### src/include/uiel_pkg.sv
// package for the uart interrupt enable logic: register map, fields, types
//
// Function
// - enhanced-only bits inert unless feature bit 4
// - rx data interrupt follows fifo trigger level
// - source write bits 6-7 set rx trigger level
// - data ready set on load, cleared when empty
// - fifo on, mask 0-3 clear: polled mode
// - overrun sets line status bit 1
// - bits 2-4 give head character error kinds
// - bit 5 holding empty, bit 6 all empty
// - bit 7 flags any errored character in fifo
// - mask bit 0 gates receive data interrupt
// - mask bit 1 gates transmit ready interrupt
// - enabling tx mask while empty interrupts at once
// - mask bit 2 gates line status interrupt
// - overrun immediate, other errors on readout
// - mask bit 3 gates modem status interrupt
// - mask bit 4 sleep, enhanced writes only
// - mask bit 5 gates pause character interrupt
// - mask bit 6 gates request-to-send rise
// - highest enabled interrupt shows in source register
// - mask bit 7 gates clear-to-send rise
// - source read gives highest pending, rest wait
package uiel_pkg;

   // register addresses on the three address lines
   localparam logic [2:0] ADDR_HOLD = 3'h0;
   localparam logic [2:0] ADDR_MASK = 3'h1;
   localparam logic [2:0] ADDR_SRC = 3'h2;
   localparam logic [2:0] ADDR_LCTL = 3'h3;
   localparam logic [2:0] ADDR_LSTAT = 3'h5;
   localparam logic [2:0] ADDR_MSTAT = 3'h6;
   localparam logic [2:0] ADDR_EFC = 3'h2;
   localparam logic [2:0] ADDR_RESUME1 = 3'h4;
   localparam logic [2:0] ADDR_RESUME2 = 3'h5;
   localparam logic [2:0] ADDR_PAUSE1 = 3'h6;
   localparam logic [2:0] ADDR_PAUSE2 = 3'h7;

   // line control value that opens the enhanced group
   localparam logic [7:0] LCTL_ENH_KEY = 8'hbf;
   localparam int LCTL_DIVEN_BIT = 7;
   localparam int EFC_ENH_BIT = 4;

   // reset values
   localparam logic [7:0] RST_MASK = 8'h00;
   localparam logic [7:0] RST_EFC = 8'h00;
   localparam logic [7:0] RST_LCTL = 8'h00;
   localparam logic [7:0] RST_CHAR = 8'h00;

   // interrupt source codes, bits 5:0
   localparam logic [5:0] SRC_LINE = 6'h06;
   localparam logic [5:0] SRC_TIMEOUT = 6'h0c;
   localparam logic [5:0] SRC_RXRDY = 6'h04;
   localparam logic [5:0] SRC_TXRDY = 6'h02;
   localparam logic [5:0] SRC_MODEM = 6'h00;
   localparam logic [5:0] SRC_PAUSE = 6'h10;
   localparam logic [5:0] SRC_FLOW = 6'h20;
   localparam logic [5:0] SRC_NONE = 6'h01;

   // fifo trigger levels, indexed by the two select bits
   localparam logic [5:0] RX_TRIG0 = 6'd8;
   localparam logic [5:0] RX_TRIG1 = 6'd16;
   localparam logic [5:0] RX_TRIG2 = 6'd24;
   localparam logic [5:0] RX_TRIG3 = 6'd28;
   localparam logic [5:0] TX_TRIG0 = 6'd16;
   localparam logic [5:0] TX_TRIG1 = 6'd8;
   localparam logic [5:0] TX_TRIG2 = 6'd24;
   localparam logic [5:0] TX_TRIG3 = 6'd30;

   typedef struct packed {
      logic cs;
      logic wr;
      logic rd;
      logic [2:0] addr;
      logic [7:0] wdata;
   } uiel_bus_type;

   // receiver, transmitter and modem status from the datapath
   typedef struct packed {
      logic [5:0] rxLevel;
      logic rxLoad;
      logic rxEmpty;
      logic rxOverrun;
      logic [2:0] rxHeadErr;
      logic rxAnyErr;
      logic rxTimeout;
      logic [5:0] txLevel;
      logic holdEmpty;
      logic shiftEmpty;
      logic modemDelta;
      logic pauseSeen;
      logic resumeSeen;
      logic rtsOut;
   } uiel_dp_type;

   typedef struct packed {
      logic [7:0] lineCtl;
      logic [7:0] featureCtl;
      logic [7:0] mask;
      logic fifoEn;
      logic [1:0] rxTrigSel;
      logic [1:0] txTrigSel;
      logic [7:0] resume1;
      logic [7:0] resume2;
      logic [7:0] pause1;
      logic [7:0] pause2;
   } uiel_cfg_type;

endpackage

### src/hw/uiel_top.sv
// interrupt mask, line status and interrupt source logic of one uart channel
`timescale 1ns/1ns
module uiel_top (
   // clock and reset
   input wire logic clk,
   input wire logic rstn,
   // parallel register port
   input wire uiel_pkg::uiel_bus_type bus,
   output logic [7:0] rdata,
   // datapath status, same clock
   input wire uiel_pkg::uiel_dp_type dp,
   input wire logic holdWrite,
   input wire logic holdRead,
   input wire logic modemRead,
   // clear-to-send pin, asynchronous
   input wire logic ctsPin,
   // interrupt and configuration out
   output logic irq,
   output logic sleepEn,
   output logic polledMode,
   output uiel_pkg::uiel_cfg_type cfg
);

   typedef struct packed {
      uiel_pkg::uiel_cfg_type cfg;
      logic dataReady;
      logic overrun;
      logic [2:0] headErr;
      logic txPend;
      logic pausePend;
      logic flowPend;
      logic txCondPrev;
      logic rtsPrev;
      logic ctsPrev;
      logic [7:0] rdata;
      logic irq;
      logic polled;
      logic sleep;
   } uiel_state_type;

   uiel_state_type st_r;
   uiel_state_type st_nxt;

   logic ctsSync;
   logic enhKey;
   logic enh;
   logic [7:0] effMask;
   logic [5:0] rxTrig;
   logic [5:0] txTrig;
   logic rxReady;
   logic txCond;
   logic lineInt;
   logic toInt;
   logic rxInt;
   logic txInt;
   logic modemInt;
   logic pauseInt;
   logic flowInt;
   logic [5:0] srcCode;
   logic [7:0] lineStat;
   logic wrEn;
   logic rdEn;
   logic lineRead;
   logic srcRead;

   uiel_sync #(
      .WIDTH(1)
   ) ctsSyncInst (
      .clk(clk),
      .rstn(rstn),
      .din(ctsPin),
      .dout(ctsSync)
   );

   // decode helpers
   always_comb
   begin
      enhKey = (st_r.cfg.lineCtl == uiel_pkg::LCTL_ENH_KEY);
      enh = st_r.cfg.featureCtl[uiel_pkg::EFC_ENH_BIT];
      effMask = enh ? st_r.cfg.mask : {4'h0, st_r.cfg.mask[3:0]};
      wrEn = bus.cs && bus.wr;
      rdEn = bus.cs && bus.rd;
      lineRead = rdEn && !enhKey && (bus.addr == uiel_pkg::ADDR_LSTAT);
      srcRead = rdEn && !enhKey && (bus.addr == uiel_pkg::ADDR_SRC);
   end

   // trigger level lookup
   always_comb
   begin
      unique case (st_r.cfg.rxTrigSel)
         2'h0: rxTrig = uiel_pkg::RX_TRIG0;
         2'h1: rxTrig = uiel_pkg::RX_TRIG1;
         2'h2: rxTrig = uiel_pkg::RX_TRIG2;
         2'h3: rxTrig = uiel_pkg::RX_TRIG3;
      endcase
      // tx select is held at zero outside enhanced mode
      unique case (enh ? st_r.cfg.txTrigSel : 2'h0)
         2'h0: txTrig = uiel_pkg::TX_TRIG0;
         2'h1: txTrig = uiel_pkg::TX_TRIG1;
         2'h2: txTrig = uiel_pkg::TX_TRIG2;
         2'h3: txTrig = uiel_pkg::TX_TRIG3;
      endcase
   end

   // interrupt qualification
   always_comb
   begin
      lineStat[0] = st_r.dataReady;
      lineStat[1] = st_r.overrun;
      lineStat[4:2] = st_r.headErr;
      lineStat[5] = dp.holdEmpty;
      lineStat[6] = dp.holdEmpty && dp.shiftEmpty;
      lineStat[7] = st_r.cfg.fifoEn && dp.rxAnyErr;
      if (st_r.cfg.fifoEn)
      begin
         rxReady = (dp.rxLevel >= rxTrig);
         txCond = (dp.txLevel < txTrig);
      end
      else
      begin
         rxReady = st_r.dataReady;
         txCond = dp.holdEmpty;
      end
      // masked conditions other than flow pin rises keep their flags but stay off the output
      lineInt = effMask[2] && (|lineStat[4:1]);
      toInt = effMask[0] && st_r.cfg.fifoEn && dp.rxTimeout;
      rxInt = effMask[0] && rxReady;
      txInt = effMask[1] && st_r.txPend;
      modemInt = effMask[3] && dp.modemDelta;
      pauseInt = effMask[5] && st_r.pausePend;
      // a pending rise stays queued but only shows while one of its enables is live
      flowInt = (effMask[6] || effMask[7]) && st_r.flowPend;
   end

   // priority encoder: only the top pending source is shown
   always_comb
   begin
      if (lineInt)
      begin
         srcCode = uiel_pkg::SRC_LINE;
      end
      else if (toInt)
      begin
         srcCode = uiel_pkg::SRC_TIMEOUT;
      end
      else if (rxInt)
      begin
         srcCode = uiel_pkg::SRC_RXRDY;
      end
      else if (txInt)
      begin
         srcCode = uiel_pkg::SRC_TXRDY;
      end
      else if (modemInt)
      begin
         srcCode = uiel_pkg::SRC_MODEM;
      end
      else if (pauseInt)
      begin
         srcCode = uiel_pkg::SRC_PAUSE;
      end
      else if (flowInt)
      begin
         srcCode = uiel_pkg::SRC_FLOW;
      end
      else
      begin
         srcCode = uiel_pkg::SRC_NONE;
      end
   end

   // next state
   always_comb
   begin
      st_nxt = st_r;

      // register writes
      if (wrEn)
      begin
         if (enhKey)
         begin
            unique case (bus.addr)
               uiel_pkg::ADDR_EFC: st_nxt.cfg.featureCtl = bus.wdata;
               uiel_pkg::ADDR_RESUME1: st_nxt.cfg.resume1 = bus.wdata;
               uiel_pkg::ADDR_RESUME2: st_nxt.cfg.resume2 = bus.wdata;
               uiel_pkg::ADDR_PAUSE1: st_nxt.cfg.pause1 = bus.wdata;
               uiel_pkg::ADDR_PAUSE2: st_nxt.cfg.pause2 = bus.wdata;
               uiel_pkg::ADDR_LCTL: st_nxt.cfg.lineCtl = bus.wdata;
               default: st_nxt.cfg = st_r.cfg;
            endcase
         end
         else if (bus.addr == uiel_pkg::ADDR_LCTL)
         begin
            st_nxt.cfg.lineCtl = bus.wdata;
         end
         else if (bus.addr == uiel_pkg::ADDR_MASK && !st_r.cfg.lineCtl[uiel_pkg::LCTL_DIVEN_BIT])
         begin
            st_nxt.cfg.mask[3:0] = bus.wdata[3:0];
            if (enh)
            begin
               st_nxt.cfg.mask[7:4] = bus.wdata[7:4];
            end
         end
         else if (bus.addr == uiel_pkg::ADDR_SRC && !st_r.cfg.lineCtl[uiel_pkg::LCTL_DIVEN_BIT])
         begin
            // other fifo control bits only take with the enable set
            st_nxt.cfg.fifoEn = bus.wdata[0];
            if (bus.wdata[0])
            begin
               st_nxt.cfg.rxTrigSel = bus.wdata[7:6];
               if (enh)
               begin
                  st_nxt.cfg.txTrigSel = bus.wdata[5:4];
               end
            end
         end
      end

      // data ready: set on load wins over empty
      if (dp.rxLoad)
      begin
         st_nxt.dataReady = 1'b1;
      end
      else if (dp.rxEmpty)
      begin
         st_nxt.dataReady = 1'b0;
      end

      // overrun flags at once; head errors latch as the character reaches the read position
      if (lineRead)
      begin
         st_nxt.overrun = 1'b0;
         st_nxt.headErr = 3'h0;
      end
      if (dp.rxOverrun)
      begin
         st_nxt.overrun = 1'b1;
      end
      if (holdRead || dp.rxLoad)
      begin
         st_nxt.headErr = st_nxt.headErr | dp.rxHeadErr;
      end

      // tx ready pending: new empty edge (fifo on: drop below tx trigger), or mask set while already so
      st_nxt.txCondPrev = txCond;
      if (holdWrite || (srcRead && srcCode == uiel_pkg::SRC_TXRDY))
      begin
         st_nxt.txPend = 1'b0;
      end
      if (txCond && !st_r.txCondPrev)
      begin
         st_nxt.txPend = 1'b1;
      end
      if (st_nxt.cfg.mask[1] && !st_r.cfg.mask[1] && txCond)
      begin
         st_nxt.txPend = 1'b1;
      end

      // pause character pending
      if (dp.resumeSeen || (srcRead && srcCode == uiel_pkg::SRC_PAUSE))
      begin
         st_nxt.pausePend = 1'b0;
      end
      if (dp.pauseSeen)
      begin
         st_nxt.pausePend = 1'b1;
      end

      // flow pin rise pending, cleared by a modem status read
      st_nxt.rtsPrev = dp.rtsOut;
      st_nxt.ctsPrev = ctsSync;
      if (modemRead)
      begin
         st_nxt.flowPend = 1'b0;
      end
      if (effMask[6] && dp.rtsOut && !st_r.rtsPrev)
      begin
         st_nxt.flowPend = 1'b1;
      end
      if (effMask[7] && ctsSync && !st_r.ctsPrev)
      begin
         st_nxt.flowPend = 1'b1;
      end

      // read data
      st_nxt.rdata = 8'h00;
      if (rdEn)
      begin
         if (enhKey)
         begin
            unique case (bus.addr)
               uiel_pkg::ADDR_EFC: st_nxt.rdata = st_r.cfg.featureCtl;
               uiel_pkg::ADDR_RESUME1: st_nxt.rdata = st_r.cfg.resume1;
               uiel_pkg::ADDR_RESUME2: st_nxt.rdata = st_r.cfg.resume2;
               uiel_pkg::ADDR_PAUSE1: st_nxt.rdata = st_r.cfg.pause1;
               uiel_pkg::ADDR_PAUSE2: st_nxt.rdata = st_r.cfg.pause2;
               uiel_pkg::ADDR_LCTL: st_nxt.rdata = st_r.cfg.lineCtl;
               default: st_nxt.rdata = 8'h00;
            endcase
         end
         else
         begin
            unique case (bus.addr)
               uiel_pkg::ADDR_MASK: st_nxt.rdata = effMask;
               uiel_pkg::ADDR_SRC: st_nxt.rdata = {{2{st_r.cfg.fifoEn}}, srcCode};
               uiel_pkg::ADDR_LCTL: st_nxt.rdata = st_r.cfg.lineCtl;
               uiel_pkg::ADDR_LSTAT: st_nxt.rdata = lineStat;
               default: st_nxt.rdata = 8'h00;
            endcase
         end
      end

      // no enabled source means the line stays quiet
      st_nxt.irq = (srcCode != uiel_pkg::SRC_NONE);
      st_nxt.polled = st_r.cfg.fifoEn && (st_r.cfg.mask[3:0] == 4'h0);
      st_nxt.sleep = st_nxt.cfg.mask[4] && st_nxt.cfg.featureCtl[uiel_pkg::EFC_ENH_BIT];
   end

   always_ff @(posedge clk)
   begin
      if (!rstn)
      begin
         st_r <= '0;
         st_r.cfg.mask <= uiel_pkg::RST_MASK;
         st_r.cfg.featureCtl <= uiel_pkg::RST_EFC;
         st_r.cfg.lineCtl <= uiel_pkg::RST_LCTL;
         st_r.cfg.resume1 <= uiel_pkg::RST_CHAR;
         st_r.cfg.resume2 <= uiel_pkg::RST_CHAR;
         st_r.cfg.pause1 <= uiel_pkg::RST_CHAR;
         st_r.cfg.pause2 <= uiel_pkg::RST_CHAR;
      end
      else
      begin
         st_r <= st_nxt;
      end
   end

   assign rdata = st_r.rdata;
   assign irq = st_r.irq;
   assign sleepEn = st_r.sleep;
   assign polledMode = st_r.polled;
   assign cfg = st_r.cfg;

endmodule

### src/hw/uiel_sync.sv
// two flip-flop synchroniser for pin levels
`timescale 1ns/1ns
module uiel_sync #(
   parameter int WIDTH = 1
) (
   // clock and reset
   input wire logic clk,
   input wire logic rstn,
   // level in and out
   input wire logic [WIDTH-1:0] din,
   output logic [WIDTH-1:0] dout
);

   typedef struct packed {
      logic [WIDTH-1:0] meta;
      logic [WIDTH-1:0] sync;
   } uiel_sync_type;

   uiel_sync_type st_r;
   uiel_sync_type st_nxt;

   always_comb
   begin
      st_nxt.meta = din;
      st_nxt.sync = st_r.meta;
   end

   always_ff @(posedge clk)
   begin
      if (!rstn)
      begin
         st_r <= '0;
      end
      else
      begin
         st_r <= st_nxt;
      end
   end

   assign dout = st_r.sync;

endmodule

### config.mk
export PLATFORM = sky130hd
export DESIGN_NAME = uiel_top
export DESIGN_NICKNAME = d
export VERILOG_FILES = /design/src/include/uiel_pkg.sv /design/src/hw/uiel_top.sv /design/src/hw/uiel_sync.sv
export SDC_FILE = /design/constraint.sdc
export NUM_CORES = 1
export LEC_CHECK = 0
export BUFFER_PORTS_ARGS = -buffer_cell sky130_fd_sc_hd__buf_2
export CELL_PAD_IN_SITES_DETAIL_PLACEMENT = 1
export CELL_PAD_IN_SITES_GLOBAL_PLACEMENT = 2
export CORE_ASPECT_RATIO = 1.2
export CORE_MARGIN = 2
export CORE_UTILIZATION = 34
export DETAILED_ROUTE_END_ITERATION = 7
export PLACE_DENSITY = 0.95
export SLEW_MARGIN = 10
export SYNTH_ARGS = -nofsm -noshare
export SYNTH_HDL_FRONTEND = slang
export SYNTH_SLANG_ARGS = --single-unit
### constraint.sdc
create_clock -name clk -period 6.1 [get_ports clk]
set_input_delay 0.305 -clock clk [delete_from_list [all_inputs] [get_ports clk]]
set_output_delay 0.305 -clock clk [all_outputs]
set_load 0.1 [all_outputs]
# After elaboration in Yosys (flattened, before gate mapping)
# Index checks and enable logic that the tools add are counted.
[totals] register_bits=85 memories=0 mem_bits_rw=0 output_inout_bits=72 mem_bits_ro=0 elab_cells=155 inputBits=46 latchBits=0
[classes] eq_ne=17 reduce_logical=58 magnitude_cmp=2 bitwise_logic=4 mul=0 n_div=0 addsub=0 muxes=46 shifts=0
[op_table] op="8-bit two-way mux" count=8
[op_table] op="50-bit two-way mux" count=1
[op_table] op="6-bit case mux with 4 select lines" count=2
[op_table] op="8-bit case mux with 6 select lines" count=1
[op_table] op="6-bit two-way mux" count=7
[op_table] op="32-bit two-way mux" count=1
[op_table] op="8-bit case mux with 4 select lines" count=1
[op_table] op="1-bit logical AND" count=28
[op_table] op="13-bit two-way mux" count=2
[op_table] op="5-bit two-way mux" count=4
[op_table] op="3-bit AND reduction" count=5
[op_table] op="1-bit two-way mux" count=13
[op_table] op="3-bit == test, second input constant" count=4
[op_table] op="4-bit two-way mux" count=3
[op_table] op="5-bit AND reduction" count=2
[op_table] op="2-bit == test, second input constant" count=4
[op_table] op="8-bit == test, second input constant" count=1
[op_table] op="7-bit AND reduction" count=1
[op_table] op="3-bit by 2-bit == test with 1-bit output, second input constant" count=2
[op_table] op="6-bit by 2-bit == test with 1-bit output, second input constant" count=1
[op_table] op="6-bit by 5-bit == test with 1-bit output, second input constant" count=1
[op_table] op="6-bit >= comparator" count=1
[op_table] op="1-bit zero test" count=6
[op_table] op="6-bit < comparator" count=1
[op_table] op="16 further kinds" count=27

# Depth between registers and ports, before layout
[logic_depth] depth_word=16 depth_mapped=9

# Modules after synthesis
# Synthesis repeated with hierarchy kept, for this count alone.
[unflattened] hier_cells=550 hier_area_um2=4667.0
[by_module_without_submodules] mod="uiel_top" area_each_um2=4614.4 seq_area_each_um2=1661.6 cells_each=546 instances=1
[by_module_without_submodules] mod="uiel_sync" area_each_um2=52.6 seq_area_each_um2=40.0 cells_each=4 instances=1

# Least setup slack after synthesis
# Ideal clock, no wire load.
[synth_path] path_kind="reg2reg" startpoint="register cfg[34] (netlist name)" endpoint="register st_r, in the netlist rdata[2]" arrival_time_ps=1831 t_required_ps=5978 synth_period_minus_slack_ps=1953 setup_time_ps=122 stages_incl_launch_ff=8 path_slack_ps=4147 cell_sequence="dfxtp_1 nor2b_1 ha_1 nor4bb_1 o311a_1 a21oi_2 a2111oi_0 a311o_1"
[synth_between] elab_chain_cells=10
[synth_lines] element="2-bit == test, or another cell as far along" line_no="uiel_top.sv:90" text="unique case (st_r.cfg.rxTrigSel)"
[synth_lines] element="6-bit case mux with 4 select lines (*)" line_no="uiel_top.sv:90"
[synth_lines] element="6-bit >= comparator (*)" line_no="uiel_top.sv:116" text="rxReady = (dp.rxLevel >= rxTrig);"
[synth_lines] element="1-bit two-way mux (*)" line_no="uiel_top.sv:114" text="if (st_r.cfg.fifoEn)"
[synth_lines] element="1-bit logical AND (*)" line_no="uiel_top.sv:127" text="rxInt = effMask[0] && rxReady;"
[synth_lines] element="6-bit two-way mux (*)" line_no="uiel_top.sv:146" text="else if (rxInt)"
[synth_lines] element="6-bit two-way mux (*)" line_no="uiel_top.sv:142" text="else if (toInt)"
[synth_lines] element="6-bit two-way mux (*)" line_no="uiel_top.sv:138" text="if (lineInt)"
[synth_lines] element="8-bit case mux with 4 select lines (*)" line_no="uiel_top.sv:303" text="unique case (bus.addr)"
[synth_lines] element="8-bit two-way mux (*)" line_no="uiel_top.sv:289" text="if (enhKey)"
[synth_lines] element="end signal: assignment" line_no="uiel_top.sv:334" text="st_r <= st_nxt;"
[synth_lines] element="end: declaration" line_no="uiel_top.sv:41" text="uiel_state_type st_r;"
# Every way passes the cells marked *; elsewhere a longest branch is shown, timed or not. The select of a mux whose other input is x is not followed.
# A chain may end at the register's enable or synchronous reset.

# Final worst setup path
[layout_path] startpoint="input bus[8] in the netlist's numbering" endpoint="register cfg[18] (netlist name)"
[layout_between] elab_chain_cells=2
[layout_lines] element="start: declaration" line_no="uiel_top.sv:8" text="input wire uiel_pkg::uiel_bus_type bus,"
[layout_lines] element="3-bit == test" line_no="uiel_top.sv:182" text="unique case (bus.addr)"
[layout_lines] element="3-bit AND reduction (no source line)"
# Every way passes these cells.

==> metrics.txt <==
# TYPE chip_impl_metric gauge
chip_impl_metric{name="critPathRequiredTime",unit="ps"} 6300
chip_impl_metric{name="die_width",unit="um"} 110
chip_impl_metric{name="placedInstanceArea",unit="sq um"} 4750
chip_impl_metric{name="cts_hold_buffers",unit=""} 0
chip_impl_metric{name="number_of_buffers_inserted_by_port_buffering",unit=""} 116
chip_impl_metric{name="core.rowCount",unit=""} 46
chip_impl_metric{name="final.setup.tns",unit="ps"} 0
chip_impl_info{name="cts-root-buf",value="clkbuf_16"} 1
chip_impl_info{name="critPathCaptureType",value="flip-flop"} 1
chip_impl_metric{name="worstPathArrival",unit="ps"} 2710
chip_impl_metric{name="cts-buffers-inserted",unit=""} 9
chip_impl_metric{name="placer_congestion_estimate",unit=""} 0.856
chip_impl_info{name="most-common-layout-cells",value="buf_2 (116), dfxtp_1 (85), nor2_1 (57), mux2i_1 (57), nand2_1 (49)"} 1
chip_impl_metric{name="path_max_fanout",unit=""} 32
chip_impl_metric{name="vias_in_the_first_global_route",unit=""} 4008
chip_impl_metric{name="power.leakage",unit="uW"} 0.00230
chip_impl_metric{name="cts.repair_timing.setup_buffer_count",unit=""} 0
chip_impl_metric{name="tightest_slew",unit="ps"} 828
chip_impl_metric{name="post-route-min-period",unit="ps"} 2510
chip_impl_metric{name="chipHeight",unit="um"} 132
chip_impl_metric{name="mapped_area",unit="sq um"} 4610
chip_impl_metric{name="finalNetCount",unit=""} 609
chip_impl_metric{name="setup_slack",unit="ps"} 3590
chip_impl_metric{name="synth-async-reset-ratio",unit="%"} 0
chip_impl_metric{name="worst_setup_hold_path_clk_slew",unit="ps"} 60
chip_impl_metric{name="insertedDiodeCount",unit=""} 0
chip_impl_info{name="grt_setup_unrepaired",value="false"} 1
chip_impl_metric{name="ff2ff_setup_slack",unit="ps"} 3700
chip_impl_metric{name="fin_cells",unit=""} 729
chip_impl_metric{name="drt_iter0_markers",unit=""} 232
chip_impl_metric{name="powerDensity",unit="nW/um^2"} 239
chip_impl_info{name="tritoncts_clock_tree",value="built"} 1
chip_impl_info{name="hp-class",value="in -> reg"} 1
chip_impl_metric{name="layout-drive-gt1-share",unit="%"} 26.7
chip_impl_metric{name="cts_repair_resize_count",unit=""} 0
chip_impl_metric{name="numPlacedInstances",unit=""} 714
chip_impl_metric{name="vias",unit=""} 3879
chip_impl_metric{name="drtPass1Iterations",unit=""} 4
chip_impl_metric{name="synth.net_count",unit=""} 582
chip_impl_metric{name="timing.final.hold_violations",unit=""} 0
chip_impl_info{name="startpoint_type",value="input pin"} 1
chip_impl_metric{name="max_cap_violations",unit=""} 0
chip_impl_metric{name="worst_ir_drop_vdd",unit="mV"} 0.0970
chip_impl_metric{name="power.total",unit="uW"} 1200
chip_impl_metric{name="routed_wire_length_per_instance",unit="um"} 19.8
chip_impl_metric{name="maximum_number_of_pins_on_one_net_before_global_route_repair",unit=""} 54
chip_impl_metric{name="effective_utilization_at_floorplan",unit="%"} 34.9
chip_impl_metric{name="synth_seq_area_share",unit="%"} 36.9
chip_impl_metric{name="netlist-cell-type-count",unit=""} 59
chip_impl_info{name="criticalPathCategory",value="in -> reg"} 1
chip_impl_metric{name="post_dr_vias_cell",unit=""} 5.32
chip_impl_metric{name="global_route.overflow_total",unit=""} 0
chip_impl_metric{name="max_slew_margin",unit="%"} 44.4
chip_impl_metric{name="synth-seq-cells",unit=""} 85
chip_impl_metric{name="clock_skew",unit="ps"} 6.97
chip_impl_metric{name="number_of_nets_with_antenna_violations_after_routing",unit=""} 0
chip_impl_metric{name="syn2layout_area_growth",unit="%"} 9.19
chip_impl_metric{name="drc",unit=""} 0
chip_impl_metric{name="totalWireLength",unit="mm"} 14.5
chip_impl_metric{name="global_route_wire_length_before_repair",unit="mm"} 22.5
chip_impl_metric{name="layout.filler_cells",unit=""} 1597
chip_impl_info{name="ys.flop_type",value="dfxtp_1"} 1
chip_impl_metric{name="dieArea",unit="sq um"} 14500
chip_impl_metric{name="clk_latency",unit="ps"} 340
chip_impl_metric{name="clock_path_buffers",unit=""} 2
chip_impl_metric{name="hpwlAfterDp",unit="mm"} 10.7
chip_impl_metric{name="grt_util_all_layers",unit="%"} 20.2
chip_impl_metric{name="place_worst_setup_slack",unit="ps"} 3280
chip_impl_metric{name="clock.fmax",unit="GHz"} 0.398
chip_impl_info{name="run_status",value="finished clean"} 1
chip_impl_metric{name="synth_edf_count",unit=""} 0
chip_impl_metric{name="timing.final.max_slew_violations",unit=""} 0
chip_impl_info{name="layout_commonest_cell",value="buf_2"} 1
chip_impl_metric{name="syn-instance-count",unit=""} 530
chip_impl_metric{name="antenna_found_initial",unit=""} 0
chip_impl_metric{name="count_of_final_setup_violators",unit=""} 0
chip_impl_metric{name="layout.cell_area.non_filler",unit="sq um"} 5040
chip_impl_metric{name="postSynthAreaPerCell",unit="sq um"} 8.71
chip_impl_metric{name="synth.yosys.warnings",unit=""} 0
chip_impl_metric{name="htree_num_levels",unit=""} 3
chip_impl_metric{name="num_io_pins",unit=""} 118
chip_impl_metric{name="clock-sinks",unit=""} 85
chip_impl_metric{name="final_min_period_over_clock_period",unit="%"} 41.2
chip_impl_metric{name="core-area",unit="sq um"} 13200
-- worst max-delay path, cell delays in order --
cell	delay, ps
buf_2	540
nand2_1	300
nor2_1	530
and3_1	650
mux2i_1	280
nor2_1	70
-- through the flow --
stage                     utilization, %  hold WS, ps
after global placement              35.9          416
final                               38.1          166
after floorplan                        -          412
after CTS                           38.1          158
after global routing                38.1          176
after detailed placement            35.9          423
-- cell families (layout without fill, tap and decap cells) --
kind of cell	after synthesis	count (layout)	share of synthesized area, %
compound gates	93	93	13.1
fa+ha+maj	6	6	1.63
buf+inv	108	139	15.0
flops	85	85	36.9
mux	66	66	14.8
simple gates	172	172	18.6
-- layer usage --
metal	track usage (%)	vias up	share of wire (%)
li1	-	1845	-
met4	5.90	0	1.4
met2	34.1	133	50
met3	4.96	16	6.7
met1	25.1	1885	42
met5	0	-	0
-- synth_stat cells (2+ instances only) --
master,count,area [sq um]
a2111oi_0,2,17.5
a21o_1,2,15.0
a21oi_1,20,100
a221oi_1,2,17.5
a222oi_1,2,20.0
a22o_1,2,17.5
a22oi_1,4,30.0
a31o_2,2,17.5
a31oi_1,2,12.5
a32oi_1,2,17.5
a41oi_1,2,17.5
and2_1,7,43.8
and3_1,5,31.3
and4_1,2,17.5
buf_1,2,7.51
buf_2,10,50.1
buf_4,71,533
clkbuf_1,17,63.8
dfxtp_1,85,1700
ha_1,6,75.1
inv_1,7,26.3
mux2_2,8,90.1
mux2i_1,57,571
nand2_1,49,184
nand2b_1,4,25.0
nand3_1,20,100
nand4_1,4,25.0
nand4b_1,2,17.5
nor2_1,57,214
nor2b_1,8,50.1
nor3_1,2,10.0
nor4_4,2,42.5
o211ai_1,4,30.0
o21ai_0,28,140
o22ai_1,7,43.8
-- registers in the layout, summed over array words and instances (netlist names) --
register	flops
ctsSyncInst.dout	1
ctsSyncInst.st_nxt	1
irq	1
sleepEn	1
st_r	6
rdata	8
polledMode	1
cfg	61
lineStat	5
-- final timing paths --
path | from | endpoint | depth (start not counted)
hold reg to reg | ctsSyncInst.st_nxt[0] | ctsSyncInst.dout | 1
setup reg to reg | cfg[60] | cfg[13] | 4
hold / removal | ctsPin | ctsSyncInst.st_nxt[0] | 2
setup / recovery | bus[8] | cfg[18] | 6
-- final cells by class --
cell class                 instances  area (sq um)  area share [%]
clock buffer                      11           243            4.82
clock inverter                     4          48.8           0.968
inverter                           7          26.3           0.521
multi-input combinational        337          2220            44.1
sequential                        85          1700            33.8
tap                              168           210            4.17
timing repair buffer             117           588            11.7
-- power breakdown --
group	leakage, uW	internal [uW]	switching, uW
Combinational	0.00147	27.6	64.4
Clock	0.000145	325	218
Sequential	0.000688	562	6.13
Total	0.00230	915	289
No activity file was read; power rests on OpenSTA's default activity.
